## src/pkg/smpt_defines.svh

```systemverilog
// Offsets, field positions, reset values and timing counts for the pass-through control
`ifndef SMPT_DEFINES_SVH
`define SMPT_DEFINES_SVH
`define SMPT_OFF_CTRL      12'h000
`define SMPT_OFF_VOUT      12'h004
`define SMPT_OFF_STATUS    12'h008
`define SMPT_OFF_IRQ_STAT  12'h00c
`define SMPT_OFF_IRQ_MASK  12'h010
`define SMPT_CTRL_ONOFF_LO 0
`define SMPT_CTRL_OTRED    3
`define SMPT_ONOFF_RST     2'h0
`define SMPT_VOUT_RST      4'h5
`define SMPT_VOUT_5V0      4'h0
`define SMPT_ONOFF_PT      2'h3
`define SMPT_ONOFF_SLEEP   2'h1
`define SMPT_CLK_HZ        10000000
`define SMPT_ACT_MIN_US    1000
`define SMPT_TRANS_US      1000
`define SMPT_ACT_CYC       ((`SMPT_ACT_MIN_US * (`SMPT_CLK_HZ / 1000000)))
`define SMPT_TRANS_CYC     ((`SMPT_TRANS_US * (`SMPT_CLK_HZ / 1000000)))
`define SMPT_PWM_DIV       32'd100
`define SMPT_BS_EVERY      6'd31
`define SMPT_BS_PT_DIV     32'd20000
`define SMPT_SOFT_STEP     8'd4
`endif

```

## src/pkg/smpt_pkg.sv

```systemverilog
// Types for the pass-through control block
package smpt_pkg;
  typedef enum logic [2:0] {
    SMPT_ST_OFF     = 3'b000,
    SMPT_ST_START   = 3'b001,
    SMPT_ST_SWITCH  = 3'b011,
    SMPT_ST_RAMP    = 3'b010,
    SMPT_ST_PT      = 3'b110,
    SMPT_ST_EXIT    = 3'b111
  } smpt_state_t;
  typedef enum logic [1:0] {
    SMPT_MD_BUCK = 2'h0,
    SMPT_MD_BOOST = 2'h1,
    SMPT_MD_AUTO = 2'h2
  } smpt_mode_t;
endpackage

```

## src/smpt_ctrl.sv

```systemverilog
// Pass-through mode control of the buck/boost pre-regulator with APB registers
//
// Summary of operation
// - In pass-through, bootstrap pulses only on low bootstrap, at reduced rate.
// - Start-up picks buck, boost or auto from input versus output setting.
// - Start-up limits coil current rise by a soft current ramp.
// - Field 11 enters pass-through only without input UV/OV and overcurrent.
// - UV, OV, overtemperature warning or overcurrent leave pass-through.
// - Each switching activation starts the minimum-active timer; return waits for it.
// - After that timer, retry pass-through if field is 11 and no UV/OV, overtemperature warning or overcurrent.
// - Overcurrent after re-entry restarts switching after the transition time.
// - Entry ramps duty up; at 100% stop switching, filler pulses only (here no bootstrap pulses until pass-through itself).
// - After transition time, power down switching circuits, enable overcurrent detect.
// - In pass-through keep filler pulses and UV/OV monitoring alive.
// - On exit hold switching off until output below setting plus 100 mV.
// - Reduce bit set: output drops to 5 V on overtemperature warning.
// - Reduce bit cleared at power-up and on external reset pulse.
// - Field 00 on for sbc_mode 0/1, 01 adds Sleep (2), 10 reserved, 11 pass-through; sbc_mode 3 always off.
// - Switching modes: quarter-cycle bootstrap, both coil ends grounded, every 32nd cycle.
//
// The register addresses and the APB register port were chosen for this implementation.
`timescale 1ns/1ns
`include "smpt_defines.svh"
module smpt_ctrl #(
  parameter int ACT_CYC   = `SMPT_ACT_CYC,
  parameter int TRANS_CYC = `SMPT_TRANS_CYC
) (
  // Clock and reset
  input  wire logic              pclk,
  input  wire logic              presetn,
  // APB slave
  input  wire logic              psel,
  input  wire logic              penable,
  input  wire logic              pwrite,
  input  wire logic [11:0]       paddr,
  input  wire logic [31:0]       pwdata,
  output logic [31:0]            prdata,
  output logic                   pready,
  output logic                   pslverr,
  // Analog indications
  input  wire logic              external_reset_line,
  input  wire logic              input_uv,
  input  wire logic              input_ov,
  input  wire logic              overtemp_warning_status,
  input  wire logic              over_current,
  input  wire logic              in_above_out,
  input  wire logic              in_near_out,
  input  wire logic              out_below_set_100mv,
  input  wire logic              duty_full,
  input  wire logic              bootstrap_low,
  input  wire logic [1:0]        sbc_mode,
  // Converter controls
  output smpt_pkg::smpt_mode_t   conv_mode,
  output logic                   switching_en,
  output logic                   input_high_switch,
  output logic                   output_high_switch,
  output logic                   coil_ground,
  output logic                   bootstrap_pulse,
  output logic                   duty_ramp_up,
  output logic                   analog_pwr_en,
  output logic                   ocd_en,
  output logic [7:0]             coil_ilim,
  output logic [3:0]             vout_sel,
  // Interrupt
  output logic                   irq
);
  import smpt_pkg::*;

  typedef struct packed {
    logic [6:0]  sync;      // sync[6:0]: two stages per input
    logic [6:0]  syn2;
    logic        rst_d;
    smpt_state_t st;
    smpt_mode_t  md;
    logic [1:0]  onoff;
    logic        otred;
    logic [3:0]  vout;
    logic [31:0] act_cnt;
    logic [31:0] tr_cnt;
    logic [31:0] pwm_cnt;
    logic [5:0]  pwm_num;
    logic        bs_on;
    logic [31:0] bs_cnt;
    logic        ocd;
    logic [7:0]  ilim;
    logic [3:0]  ist;
    logic [3:0]  imsk;
    logic [31:0] rdata;
  } smpt_s_t;

  smpt_s_t s_reg;
  smpt_s_t s_next;

  logic [6:0] pins;
  logic       uv, ov, otw, oc, rst_p, bslow, dfull;
  logic       wr, rd, pt_ok, run_ok;
  logic [3:0] ev;

  // Converter may run in the present system mode
  function automatic logic smpt_run(input logic [1:0] f, input logic [1:0] m);
    smpt_run = (m != 2'h3) && ((m != 2'h2) || (f == `SMPT_ONOFF_SLEEP) ||
               (f == `SMPT_ONOFF_PT)) && (f != 2'h2);
  endfunction

  assign pins = {external_reset_line, input_uv, input_ov, overtemp_warning_status,
                 over_current, bootstrap_low, duty_full};
  assign {rst_p, uv, ov, otw, oc, bslow, dfull} = s_reg.syn2;
  assign wr = psel && penable && pwrite;
  assign rd = psel && !penable && !pwrite;
  assign pt_ok = (s_reg.onoff == `SMPT_ONOFF_PT) && !uv && !ov && !otw;
  assign run_ok = smpt_run(s_reg.onoff, sbc_mode);

  // --------------------------------------------------------------------
  // Next state
  // --------------------------------------------------------------------
  always_comb begin
    s_next = s_reg;
    ev = 4'h0;
    s_next.sync = pins;
    s_next.syn2 = s_reg.sync;
    s_next.rst_d = rst_p;
    if (s_reg.act_cnt != 32'd0) begin
      s_next.act_cnt = s_reg.act_cnt - 32'd1;
    end
    if (s_reg.tr_cnt != 32'd0) begin
      s_next.tr_cnt = s_reg.tr_cnt - 32'd1;
    end
    s_next.pwm_cnt = (s_reg.pwm_cnt == `SMPT_PWM_DIV - 32'd1) ? 32'd0 : s_reg.pwm_cnt + 32'd1;
    s_next.bs_on = 1'b0;
    s_next.md = in_near_out ? SMPT_MD_AUTO :
                (in_above_out ? SMPT_MD_BUCK : SMPT_MD_BOOST);
    case (s_reg.st)
      SMPT_ST_OFF: begin
        s_next.ilim = 8'h00;
        if (run_ok) begin
          s_next.st = SMPT_ST_START;
        end
      end
      SMPT_ST_START: begin
        if (s_reg.ilim < 8'hff - `SMPT_SOFT_STEP) begin
          s_next.ilim = s_reg.ilim + `SMPT_SOFT_STEP;
        end else begin
          s_next.ilim = 8'hff;
          s_next.st = SMPT_ST_SWITCH;
          s_next.act_cnt = ACT_CYC;
        end
      end
      SMPT_ST_SWITCH: begin
        if (s_reg.act_cnt == 32'd0 && pt_ok && !oc) begin
          s_next.st = SMPT_ST_RAMP;
          s_next.tr_cnt = TRANS_CYC;
        end
      end
      SMPT_ST_RAMP: begin
        if (uv || ov || otw) begin
          s_next.st = SMPT_ST_EXIT;
          ev[0] = 1'b1;
        end else if (s_reg.tr_cnt == 32'd0) begin
          s_next.st = SMPT_ST_PT;
          s_next.ocd = 1'b1;
        end
      end
      SMPT_ST_PT: begin
        if (uv || ov || otw || (s_reg.ocd && oc) || s_reg.onoff != `SMPT_ONOFF_PT) begin
          s_next.st = SMPT_ST_EXIT;
          s_next.ocd = 1'b0;
          ev[0] = 1'b1;
          ev[1] = s_reg.ocd && oc;
        end
      end
      SMPT_ST_EXIT: begin
        if (out_below_set_100mv) begin
          s_next.st = SMPT_ST_SWITCH;
          s_next.act_cnt = ACT_CYC;
        end
      end
      default: s_next.st = SMPT_ST_OFF;
    endcase
    if (!run_ok && s_reg.st != SMPT_ST_OFF) begin
      s_next.st = SMPT_ST_OFF;
      s_next.ocd = 1'b0;
    end
    if (s_reg.st == SMPT_ST_SWITCH || s_reg.st == SMPT_ST_START) begin
      // Advance at period end so the quarter-cycle pulse stays in one piece
      if (s_reg.pwm_cnt == `SMPT_PWM_DIV - 32'd1) begin
        s_next.pwm_num = (s_reg.pwm_num == `SMPT_BS_EVERY) ? 6'd0 : s_reg.pwm_num + 6'd1;
      end
      s_next.bs_on = (s_reg.pwm_num == `SMPT_BS_EVERY) &&
                     (s_reg.pwm_cnt < `SMPT_PWM_DIV / 32'd4);
    end else if (s_reg.st == SMPT_ST_PT) begin
      s_next.bs_cnt = (s_reg.bs_cnt == 32'd0) ? 32'd0 : s_reg.bs_cnt - 32'd1;
      if (bslow && s_reg.bs_cnt == 32'd0) begin
        s_next.bs_on = 1'b1;
        s_next.bs_cnt = `SMPT_BS_PT_DIV;
      end
    end else begin
      s_next.pwm_num = 6'd0;
    end
    ev[2] = otw && !s_reg.ist[2];
    ev[3] = (s_reg.st != SMPT_ST_PT) && (s_next.st == SMPT_ST_PT);
    s_next.rdata = 32'h0;
    case (paddr)
      `SMPT_OFF_CTRL:     s_next.rdata = {28'h0, s_reg.otred, 1'b0, s_reg.onoff};
      `SMPT_OFF_VOUT:     s_next.rdata = {28'h0, s_reg.vout};
      `SMPT_OFF_STATUS:   s_next.rdata = {24'h0, s_reg.ocd, uv, ov, otw, 1'b0, s_reg.st};
      `SMPT_OFF_IRQ_STAT: s_next.rdata = {28'h0, s_reg.ist};
      `SMPT_OFF_IRQ_MASK: s_next.rdata = {28'h0, s_reg.imsk};
      default:            s_next.rdata = 32'h0;
    endcase
    if (!rd) begin
      s_next.rdata = s_reg.rdata;
    end
    if (wr) begin
      case (paddr)
        `SMPT_OFF_CTRL: begin
          s_next.onoff = pwdata[`SMPT_CTRL_ONOFF_LO +: 2];
          s_next.otred = pwdata[`SMPT_CTRL_OTRED];
        end
        `SMPT_OFF_VOUT:     s_next.vout = pwdata[3:0];
        `SMPT_OFF_IRQ_STAT: s_next.ist = s_reg.ist & ~pwdata[3:0];
        `SMPT_OFF_IRQ_MASK: s_next.imsk = pwdata[3:0];
        default: ;
      endcase
    end
    s_next.ist = s_next.ist | ev; // Set wins over clear
    if (rst_p && !s_reg.rst_d) begin
      s_next.otred = 1'b0;
      s_next.onoff = `SMPT_ONOFF_RST;
      s_next.vout = `SMPT_VOUT_RST;
    end
  end

  // --------------------------------------------------------------------
  // Registers
  // --------------------------------------------------------------------
  always_ff @(posedge pclk or negedge presetn) begin
    if (!presetn) begin
      s_reg <= '0;
      s_reg.vout <= `SMPT_VOUT_RST;
      s_reg.st <= SMPT_ST_OFF;
    end else begin
      s_reg <= s_next;
    end
  end

  // --------------------------------------------------------------------
  // Outputs
  // --------------------------------------------------------------------
  assign prdata = s_reg.rdata;
  assign pready = 1'b1;
  assign pslverr = 1'b0;
  assign conv_mode = s_reg.md;
  assign switching_en = (s_reg.st == SMPT_ST_START || s_reg.st == SMPT_ST_SWITCH ||
                         (s_reg.st == SMPT_ST_RAMP && !dfull)) && !s_reg.bs_on;
  assign duty_ramp_up = (s_reg.st == SMPT_ST_RAMP);
  assign input_high_switch = (s_reg.st == SMPT_ST_PT) ||
                             (s_reg.st == SMPT_ST_RAMP && dfull);
  assign output_high_switch = input_high_switch;
  assign coil_ground = s_reg.bs_on && (s_reg.st != SMPT_ST_PT);
  assign bootstrap_pulse = s_reg.bs_on;
  assign analog_pwr_en = (s_reg.st != SMPT_ST_PT) && (s_reg.st != SMPT_ST_OFF);
  assign ocd_en = s_reg.ocd;
  assign coil_ilim = s_reg.ilim;
  assign vout_sel = (s_reg.otred && otw) ? `SMPT_VOUT_5V0 : s_reg.vout;
  assign irq = |(s_reg.ist & s_reg.imsk);

  // --------------------------------------------------------------------
  // Assertions
  // --------------------------------------------------------------------
  AST_PT_NEEDS_OK: assert property (@(posedge pclk) disable iff (!presetn)
    (s_reg.st != SMPT_ST_RAMP) ##1 (s_reg.st == SMPT_ST_RAMP) |-> $past(pt_ok))
    else $error("Pass-through entered without permission");
  AST_EXIT_ON_FAULT: assert property (@(posedge pclk) disable iff (!presetn)
    (s_reg.st == SMPT_ST_PT && (uv || ov || otw)) |=> (s_reg.st != SMPT_ST_PT))
    else $error("Fault did not end pass-through");
  AST_MIN_ACTIVE: assert property (@(posedge pclk) disable iff (!presetn)
    (s_reg.st == SMPT_ST_SWITCH && s_reg.act_cnt != 32'd0) |=> (s_reg.st != SMPT_ST_RAMP))
    else $error("Left switching before minimum time");
  AST_TRANS_DONE: assert property (@(posedge pclk) disable iff (!presetn)
    (s_reg.st == SMPT_ST_RAMP && s_reg.tr_cnt != 32'd0) |=> !s_reg.ocd)
    else $error("Overcurrent detect enabled early");
  AST_PT_SWITCHES: assert property (@(posedge pclk) disable iff (!presetn)
    (s_reg.st == SMPT_ST_PT) |-> (input_high_switch && !switching_en && !analog_pwr_en))
    else $error("Pass-through switch state wrong");
  AST_EXIT_HOLD: assert property (@(posedge pclk) disable iff (!presetn)
    (s_reg.st == SMPT_ST_EXIT) |-> !switching_en)
    else $error("Switching during exit hold");
  AST_OTRED: assert property (@(posedge pclk) disable iff (!presetn)
    (s_reg.otred && otw) |-> (vout_sel == `SMPT_VOUT_5V0))
    else $error("Output not reduced on warning");
  AST_RST_CLEAR: assert property (@(posedge pclk) disable iff (!presetn)
    (rst_p && !s_reg.rst_d) |=> !s_reg.otred)
    else $error("Reduce bit survived reset pulse");
  AST_OC_IGNORED: assert property (@(posedge pclk) disable iff (!presetn)
    (s_reg.st == SMPT_ST_SWITCH) |-> !s_reg.ocd)
    else $error("Overcurrent detect on while switching");
  AST_BS_GROUND: assert property (@(posedge pclk) disable iff (!presetn)
    coil_ground |-> !switching_en)
    else $error("Bootstrap overlaps switching");
  COV_PT: cover property (@(posedge pclk) disable iff (!presetn) s_reg.st == SMPT_ST_PT);
  COV_OC_EXIT: cover property (@(posedge pclk) disable iff (!presetn) ev[1]);
  COV_BS: cover property (@(posedge pclk) disable iff (!presetn) coil_ground);
  COV_PT_BS: cover property (@(posedge pclk) disable iff (!presetn)
    s_reg.st == SMPT_ST_PT && s_reg.bs_on);
endmodule // smpt_ctrl

```

## config.mk

```make
export PLATFORM = sky130hd
export DESIGN_NAME = smpt_ctrl
export DESIGN_NICKNAME = d
export VERILOG_FILES = /design/src/pkg/smpt_pkg.sv /design/src/smpt_ctrl.sv
export VERILOG_INCLUDE_DIRS = /design/src /design/src/pkg
export SDC_FILE = /design/constraint.sdc
export NUM_CORES = 1
export LEC_CHECK = 0
export ABC_AREA = 1
export BUFFER_PORTS_ARGS = -buffer_cell sky130_fd_sc_hd__buf_2
export CORE_ASPECT_RATIO = 2
export CORE_UTILIZATION = 57
export CTS_CLUSTER_DIAMETER = 40
export DETAILED_ROUTE_END_ITERATION = 8
export GPL_ROUTABILITY_DRIVEN = 0
export PLACE_DENSITY = 0.76
export SLEW_MARGIN = 20
export SYNTH_ARGS = -nofsm -noshare
export SYNTH_HDL_FRONTEND = slang
export SYNTH_SLANG_ARGS = --single-unit
export TNS_END_PERCENT = 20
```

## constraint.sdc

```tcl
create_clock -name pclk -period 2.4 [get_ports pclk]
set_clock_uncertainty 0.2 [all_clocks]
set_input_delay 0.6 -clock pclk [delete_from_list [all_inputs] [get_ports pclk]]
set_output_delay 0.6 -clock pclk [all_outputs]
set_load 0.1 [all_outputs]
```

## After elaboration in Yosys (flattened, before gate mapping)

Cells that the tools add are included.
W data, S select, Z words.

| operators by class | value |
|---|---|
| bitwise operators | 5 |
| reduce and logical (&&, ||, !) cells | 64 |
| eq/ne operators | 24 |
| muxes and demuxes | 46 |
| add/subtract/negate cells | 6 |
| order comparisons | 2 |

Operator list:

| kind | count |
|---|---|
| $mux W32 | 8 |
| $logic_not A32 Y1 | 3 |
| $sub A32 B1 Y32 const B | 3 |
| $mux W33 | 2 |
| $pmux W32 S2 | 1 |
| $reduce_bool A32 Y1 | 2 |
| $pmux W8 S5 | 1 |
| $add A32 B1 Y32 const B | 1 |
| $eq A32 B7 Y1 const B | 1 |
| $lt A32 B5 Y1 const B | 1 |
| $mux W3 | 9 |
| $eq A12 B4 Y1 const B | 2 |
| $logic_and A1 B1 Y1 | 24 |
| $mux W7 | 3 |
| $mux W6 | 3 |
| $pmux W3 S6 | 1 |
| $mux W4 | 4 |
| $mux W8 | 2 |
| $pmux W8 S2 | 1 |
| $eq A12 B3 Y1 const B | 1 |
| $eq A12 B5 Y1 const B | 1 |
| $logic_not A12 Y1 | 1 |
| $ne A2 B2 Y1 const B | 6 |
| $logic_not A1 Y1 | 11 |
| other kinds (26) | 55 |

| word-level totals | value |
|---|---|
| bits in registers | 211 |
| logic and storage cells | 166 |
| output and inout port bits | 57 |
| bits of input ports | 61 |

## Logic depth before layout (Yosys ltp)

Gate-level depths: netlist of the first run.

| logic depth | value |
|---|---|
| depth in word-level cells | 12 |
| mapped depth | 13 |
| mapped depth without buffers | 13 |

## Least setup slack after synthesis of the first run

No wires, ideal clock.

| timing path | value |
|---|---|
| path kind | register to output |
| start | register s_reg[193] in the netlist's numbering |
| end | output output_high_switch |
| data required time | 1,600 ps |
| slack | -1,784 ps |
| buffers on the path | 1 |
| arrival | 3,384 ps |
| cell stages (with the launch flop) | 5 |
| cells stage by stage | dfrtp_1 -> nor2_4 -> nand2_1 -> o21ai_0 -> buf_4 |

| on the way | value |
|---|---|
| longest elaborated chain between the ends | 3 |
| elaborated cells between the ends (all ways) | 4 |
| those cells by class | eq/ne (2); reduce/logical (2) |

RTL lines:

| item | line | text |
|---|---|---|
| from (decl) | smpt_ctrl.sv:91 | `smpt_s_t s_reg;` |
| from (signal assigned) | smpt_ctrl.sv:242 | `s_reg <= s_next;` |
| $eq A3 B2 Y1 | smpt_ctrl.sv:257 | `(s_reg.st == SMPT_ST_RAMP && dfull);` |
| $logic_and A1 B1 Y1 | smpt_ctrl.sv:257 |  |
| $logic_or A1 B1 Y1 (*) | smpt_ctrl.sv:256 | `assign input_high_switch = (s_reg.st == SMPT_ST_PT) \|\|` |
| to (decl) | smpt_ctrl.sv:56 | `output logic output_high_switch,` |

Every way passes the cells marked *; elsewhere a longest branch is shown, timed or not.

## Worst setup path after layout of the first run

| timing path | value |
|---|---|
| start | register s_reg[194] in the netlist's numbering |
| end | output switching_en |

| on the way | value |
|---|---|
| longest elaborated chain between the ends | 4 |
| elaborated cells between the ends (all ways) | 7 |
| those cells by class | eq/ne (3); reduce/logical (4) |

RTL lines:

| item | line | text |
|---|---|---|
| $eq A3 B1 Y1 (tied with other cells) | smpt_ctrl.sv:253 | `assign switching_en = (s_reg.st == SMPT_ST_START \|\| s_reg.st == SMPT_ST_SWITCH \|\|` |
| $logic_or A1 B1 Y1 / $logic_and A1 B1 Y1 (equally long branches) | smpt_ctrl.sv:253, smpt_ctrl.sv:254 |  |
| $logic_or A1 B1 Y1 (*) | smpt_ctrl.sv:253 |  |
| $logic_and A1 B1 Y1 (*) | smpt_ctrl.sv:254 | `(s_reg.st == SMPT_ST_RAMP && !dfull)) && !s_reg.bs_on;` |
| to (decl) | smpt_ctrl.sv:54 | `output logic switching_en,` |

Marked as above.

==> results of run 1 <==
-- stage by stage --
step | total power, W | TNS (ns) | utilization, % | instances
finish | 0.00887 | -0.212 | 65.8 | 1867
global route | 0.00931 | -0.726 | 65.8 | 1867
CTS | 0.00892 | -0.333 | 65.6 | 1866
detailed placement | 0.00598 | 0 | 62.1 | 1830
global placement | 0.00594 | 0 | 62.1 | 1830
floorplan | 0.00541 | -1.88 | - | 1545
-- power by group --
group | internal [W] | total, W | switching [W] | leakage [nW]
sequential | 0.00335 | 0.00360 | 0.000253 | 2.45
clock | 0.00170 | 0.00290 | 0.00120 | 0.295
combinational | 0.000659 | 0.00237 | 0.00171 | 4.04
-- logic make-up (layout without fill, tap and decap cells) --
group	count (synthesis)	count (layout)	share of synthesized area (%)
other cells	2	26	0.0679
xor+xnor	81	81	6.41
compound gates	81	81	4.16
mux	2	2	0.203
buf+inv	238	305	9.79
simple gates	920	920	36.0
flops	186	186	42.1
fa+ha+maj	11	11	1.24
-- worst min-delay path by stage --
stage,cells after the start,slack (ns),endpoint,start
floorplan,0,0.10,bootstrap_pulse$_DFF_PN0_,presetn
detailed placement,0,0.13,bslow$_DFF_PN0_,s_next[198]$_DFF_PN0_
finish,1,0.06,s_next[203]$_DFF_PN0_,external_reset_line
global route,1,0.04,s_next[199]$_DFF_PN0_,over_current
global placement,0,0.13,bslow$_DFF_PN0_,s_next[198]$_DFF_PN0_
CTS,1,0.04,s_next[198]$_DFF_PN0_,bootstrap_low
-- cell type report --
class	count	area, sq um
Inverter	178	677
Multi-Input combinational cell	1121	5460
Clock buffer	22	464
Tap cell	255	319
Fill cell	1626	6480
Sequential cell	186	4660
Clock inverter	10	143
Timing Repair Buffer	95	717
-- cell usage in the layout, fill, tap and decap left out, types with 11 or more instances in the layout --
cell type  Yosys  final
nand2_2       11     12
conb_1         2     26
clkbuf_16      0     17
o21ai_0       36     35
dfrtp_1      184    182
a21oi_1       22     19
nand3_1       94     93
xnor2_1       21     21
or2_2         15     15
buf_2          8     52
xor2_1        60     60
nand2_1      372    370
nor2_1       303    302
nor2_2        17     18
inv_1        171    169
nor3_1        44     44
ha_1          11     11
nand4_1       39     39
buf_4         46     28
-- worst register-to-register path: stages (launching register included) --
cell and delay, ns:
dfrtp_1 0.42, nor2_1 0.25, nand2_1 0.12, nor2_2 0.21, nand4_1 0.35, inv_1 0.20, nand2_1 0.18, nand2_1 0.10
nand2_1 0.04, o21ai_0 0.07
-- routing by layer --
metal,up-vias,GRT usage [%],share of wire (%),wire length [microns]
met2,329,56.7,54,15300
li1,4877,-,-,-
met1,4571,28.6,33,9310
met5,-,0,0,0
met4,0,23.9,7.8,2190
met3,145,5.67,4.5,1270
-- timing repair --
item / 4_1_cts / 5_1_grt
hold endpoints to repair: 41 / 0
resized for setup: 7 / 8
hold buffers: 1 / 0
pin swaps: 1 / 4
gates cloned: 0 / 0
buffers inserted: 3 / 1
endpoints found under the setup margin: 6 / 24
==> key figures, run 1 <==
Outcome
  – Status: finished with violations
  – Failing checks: negative setup slack

Place
  – Post-DP HPWL: 22.2 mm
  – Setup WS pre-CTS: 0.139 ns
  – Area post-placement: 11800 sq um
  – Port Buffer Count: 63

Logic synthesis
  – #FFs+latches synth: 186
  – Post-synth top area cell: dfrtp_1
  – Synth top cells by count: nand2_1, nor2_1, dfrtp_1
  – Most common cell in the netlist: nand2_1
  – Distinct cell type count after synthesis: 46
  – Synth Flop Type: dfrtp_1
  – Mapped Avg Cell Area: 7.28 sq um
  – Synthesized area: 11100 sq um
  – Sequential share of the synthesized area: 42.1%
  – Synth top area share: 41.6%
  – Synth area leaders: dfrtp_1, nand2_1, nor2_1
  – Post-synth ARST share: 100%
  – Post-synth EDFFs: 0
  – Total number of yosys warnings: 0
  – Synth Instances: 1521

Clock tree
  – CTS tree: done
  – Clk slew on worst S/H paths: 0.07 ns
  – Max Root-Sink Buffers: 2
  – Clk_lat worst skew: 0.44 ns
  – Clk root buf: clkbuf_16
  – CTS Buf Count: 17
  – H-tree depth: 4
  – # clock sinks: 186

Routing
  – ANT nets after route: 0
  – Vias: 9922
  – DRT iter0 DRCs: 507
  – Vias per Instance: 5.31
  – Pre-antenna DRT Iters: 5
  – DRC Markers: 0
  – WL/cell: 15.0 microns
  – Drt total wl: 28.1 mm

Worst setup path
  – CP required: 1.60 ns
  – Crit-path max FO: 3
  – Register-to-Register Path Depth: 9
  – Setup crit end kind: output pin
  – Worst path bufs/invs: 3
  – CP startpoint: s_reg[194]$_DFF_PN0_
  – CP endpoint: switching_en
  – Worst R2R Setup Slack: 0.16 ns
  – Crit start category: register
  – Max incr delay on CP: 0.40 ns
  – Crit path kind: register to output pin
  – Critical path depth: 7
  – Crit path DAT: 1.66 ns
  – Cells along the critical path: inv_2, nor2_4, nand2_4, clkinvlp_4, nand2_2, a21oi_4, buf_12
  – Crit-path leading delay family: flip-flops
  – Slowest CP cell: dfrtp_1
  – Worst r2r src: s_reg[59]$_DFFE_PN0P_
  – FF-to-FF End: s_reg[54]$_DFFE_PN0P_

Global route
  – First-pass GRT wire length: 46.6 mm
  – Vias in the first global route: 10100
  – Total congestion overflow: 0
  – Largest net degree at the start of global routing: 47
  – Tot GR Track Use: 30.5%
  – Antenna violations before repair: 0

STA
  – Final setup violation count: 4
  – Min Tclk post-route: 2.46 ns
  – Worst hold slack: 0.0599 ns
  – Final Cycle Share: 103%
  – Final setup margin: -0.0601 ns
  – Final slew viol count: 0
  – Achievable frequency: 406 MHz
  – Max-Slew Margin vs Limit: 64.1%
  – RSZ-0062 raised after global routing: true
  – Final Hold Viols: 0
  – Worst-Margin Slew: 0.534 ns

Die
  – FP Rows: 71
  – DIE AREA: 20000 sq um
  – Core area: 18900 sq um
  – Chip width: 101 microns
  – Initial cell density of the core: 58.5%
  – Vert. Die Dim: 199 microns
  – IO Count: 118

Power
  – LEAKAGE: 6.78 nW
  – Worst vdd ir: 0.592 mV
  – Pwr Density: 713 nW/um^2

Layout
  – Max reg flops: 154
  – Share of layout cells above drive strength 1: 12.6%
  – Final instance area: 12400 sq um
  – Ant. Diodes: 0
  – Final nets: 1671
  – Area grow syn2layout: 12.4%

Run
  – Max cap viols: 0

Hold path
  – HP Class: input port to register
(Power assumes the default switching activity.)
==> inputs of run 2 (changes only) <==
--- a/config.mk
+++ b/config.mk
@@ -7,13 +7,15 @@
 export NUM_CORES = 1
 export LEC_CHECK = 0
 export ABC_AREA = 1
-export BUFFER_PORTS_ARGS = -buffer_cell sky130_fd_sc_hd__buf_2
 export CORE_ASPECT_RATIO = 2
 export CORE_UTILIZATION = 57
 export CTS_CLUSTER_DIAMETER = 40
 export DETAILED_ROUTE_END_ITERATION = 8
+export DONT_BUFFER_PORTS = 1
 export GPL_ROUTABILITY_DRIVEN = 0
-export PLACE_DENSITY = 0.76
+export GPL_TIMING_DRIVEN = 0
+export PLACE_DENSITY = 0.7
+export REMOVE_ABC_BUFFERS = 1
 export SLEW_MARGIN = 20
 export SYNTH_ARGS = -nofsm -noshare
 export SYNTH_HDL_FRONTEND = slang
==> key figures, run 2 (same netlist as run 1, synthesis figures left out) <==
Die
  – DIE AREA: 20000 sq um
  – FP Rows: 71
  – Initial cell density of the core: 58.5%
  – Chip width: 101 microns
  – Core area: 18900 sq um
  – Vert. Die Dim: 199 microns
  – IO Count: 118

STA
  – Final setup margin: -0.658 ns
  – Final Cycle Share: 127%
  – Setup TNS: -3.18 ns
  – RSZ-0062 raised after global routing: true
  – Achievable frequency: 327 MHz
  – Min Tclk post-route: 3.06 ns
  – Final slew viol count: 0
  – Worst hold slack: -0.372 ns
  – Final Hold Viols: 186
  – Final setup violation count: 9
  – Worst-Margin Slew: 1.02 ns
  – Max-Slew Margin vs Limit: 31.9%

Clock tree
  – CTS Buf Count: 17
  – Clk_lat worst skew: 0.46 ns
  – H-tree depth: 4
  – Clk slew on worst S/H paths: 0.07 ns
  – Hold_buf cts: 9
  – Max Root-Sink Buffers: 2
  – CTS tree: done
  – # clock sinks: 186
  – Clk root buf: clkbuf_16

Run
  – Max cap viols: 0

Worst setup path
  – Crit-path max FO: 5
  – Worst R2R Setup Slack: 0.08 ns
  – Register-to-Register Path Depth: 6
  – Crit start category: register
  – Setup crit end kind: output pin
  – Crit path kind: register to output pin
  – Worst r2r src: coil_ilim[3]$_DFFE_PN0P_
  – FF-to-FF End: s_reg[180]$_DFF_PN0_
  – CP required: 1.60 ns
  – Crit path DAT: 2.26 ns

Global route
  – First-pass GRT wire length: 43.6 mm
  – Antenna violations before repair: 1
  – Vias in the first global route: 9238
  – Tot GR Track Use: 28.8%
  – Total congestion overflow: 0
  – Largest net degree at the start of global routing: 187

Layout
  – Final instance area: 12100 sq um
  – Area grow syn2layout: 9.27%
  – Commonest non-fill, non-tap cell in the layout: nand2_1
  – Commonest non-fill, non-tap cells in the layout: nand2_1, nor2_1, dfrtp_1
  – Share of layout cells above drive strength 1: 9.22%
  – Fill count: 1747
  – Final nets: 1599
  – Max reg flops: 154

Power
  – Pint: 0.00547 W
  – Sw Pwr: 0.00314 W
  – Worst vdd ir: 0.577 mV
  – Sw Share: 36.5%
  – Comb power frac: 21.5%
  – Pwr Density: 712 nW/um^2
  – Seq pwr share: 44.9%
  – Power share of the clock group: 33.6%
  – LEAKAGE: 6.42 nW

Routing
  – DRT iter0 DRCs: 396
  – Vias per Instance: 5.25
  – DRC Markers: 0
  – Met1 wire length: 9.47 mm
  – WL/cell: 15.1 microns
  – Drt total wl: 27.1 mm
  – Met3 wire length: 1.07 mm
  – Met2 WL post-DR: 14.7 mm
  – Vias: 9430
  – ANT nets after route: 0
  – Pre-antenna DRT Iters: 5
  – Uppermost layer routed: met4

Place
  – Area post-placement: 11200 sq um
  – Port Buffer Count: 0
  – Post-DP HPWL: 20.5 mm

Hold path
  – HP Class: input port to asynchronous set/reset pin

Outcome
  – Status: finished with violations
  – Failing checks: negative hold slack, negative setup slack
run 2: cell types whose count changed in the layout (fill, tap and decap cells not counted), sizes merged:
cell         previous run  this run
buf                    90        13
bufinv                  3         2
clkbuf                 26        19
clkinv                  6         3
clkinvlp                2         8
diode                   0         1
dlygate4sd3             1         9
inv                   177       179
run 2: per-stage QoR:
step           cells  utilization (%)  total power (W)  hold slack [ns]  setup WS, ns
6_report        1796             63.9          0.00861           -0.372        -0.658
5_1_grt         1796             63.9          0.00901           -0.390        -0.729
4_1_cts         1791             63.5          0.00866           -0.387        -0.695
3_5_place_dp    1744             59.3          0.00570            0.109        -0.833
3_3_place_gp    1740             58.5          0.00562            0.109         -3.46
2_1_floorplan   1485                -          0.00531            0.104         -3.19
run 2: what timing repair did:
item / CTS / global route
setup endpoints to repair: 73 / 36
gates resized for setup: 23 / 11
cloned: 0 / 1
hold endpoints to repair: 195 / 186
buffers inserted: 6 / 3
pin swaps: 4 / 4
run 2: how the worst max path moves through the flow:
stage,startpoint,to,slack (ns),cells after the start
2_1_floorplan,s_reg[193]$_DFF_PN0_,input_high_switch,-3.19,3
3_3_place_gp,s_reg[195]$_DFF_PN0_,input_high_switch,-3.46,3
3_5_place_dp,s_reg[195]$_DFF_PN0_,switching_en,-0.83,5
4_1_cts,s_reg[194]$_DFF_PN0_,switching_en,-0.69,6
5_1_grt,s_reg[195]$_DFF_PN0_,switching_en,-0.73,5
6_report,s_reg[195]$_DFF_PN0_,input_high_switch,-0.66,6
run 2: final cells by class:
type / instances / area [sq um] / area share (%)
repair inverters: 1 / 5.00 / 0.0414
diodes: 1 / 2.50 / 0.0207
multi-input cells: 1121 / 5560 / 46.0
clock inverters: 13 / 161 / 1.33
repair buffers: 22 / 240 / 1.99
flip-flops and latches: 186 / 4670 / 38.6
inverters: 178 / 687 / 5.68
clock buffers: 19 / 443 / 3.66
well taps: 255 / 319 / 2.64
run 2: critical path, stage by stage, from the launching register on:
cell	delay (ns)
dfrtp_2	0.48
inv_4	0.11
nand2_4	0.07
buf_4	0.13
buf_6	0.12
o21ai_4	0.63
buf_16	0.25
run 2: power by group through the flow:
stage               Clock [W]  Sequential, W  Combinational, W
finish                0.00289        0.00387           0.00185
detailed placement          0        0.00392           0.00178
CTS                   0.00296        0.00386           0.00184
global placement            0        0.00390           0.00172
floorplan                   0        0.00384           0.00147
global route          0.00307        0.00389           0.00205
run 2: routing by layer:
| metal | track usage [%] | up-vias |
|---|---|---|
| met3 | 6.79 | 101 |
| met1 | 27.6 | 4372 |
| met4 | 18.7 | 0 |
| li1 | - | 4722 |
| met2 | 53.6 | 235 |
| met5 | 0 | - |
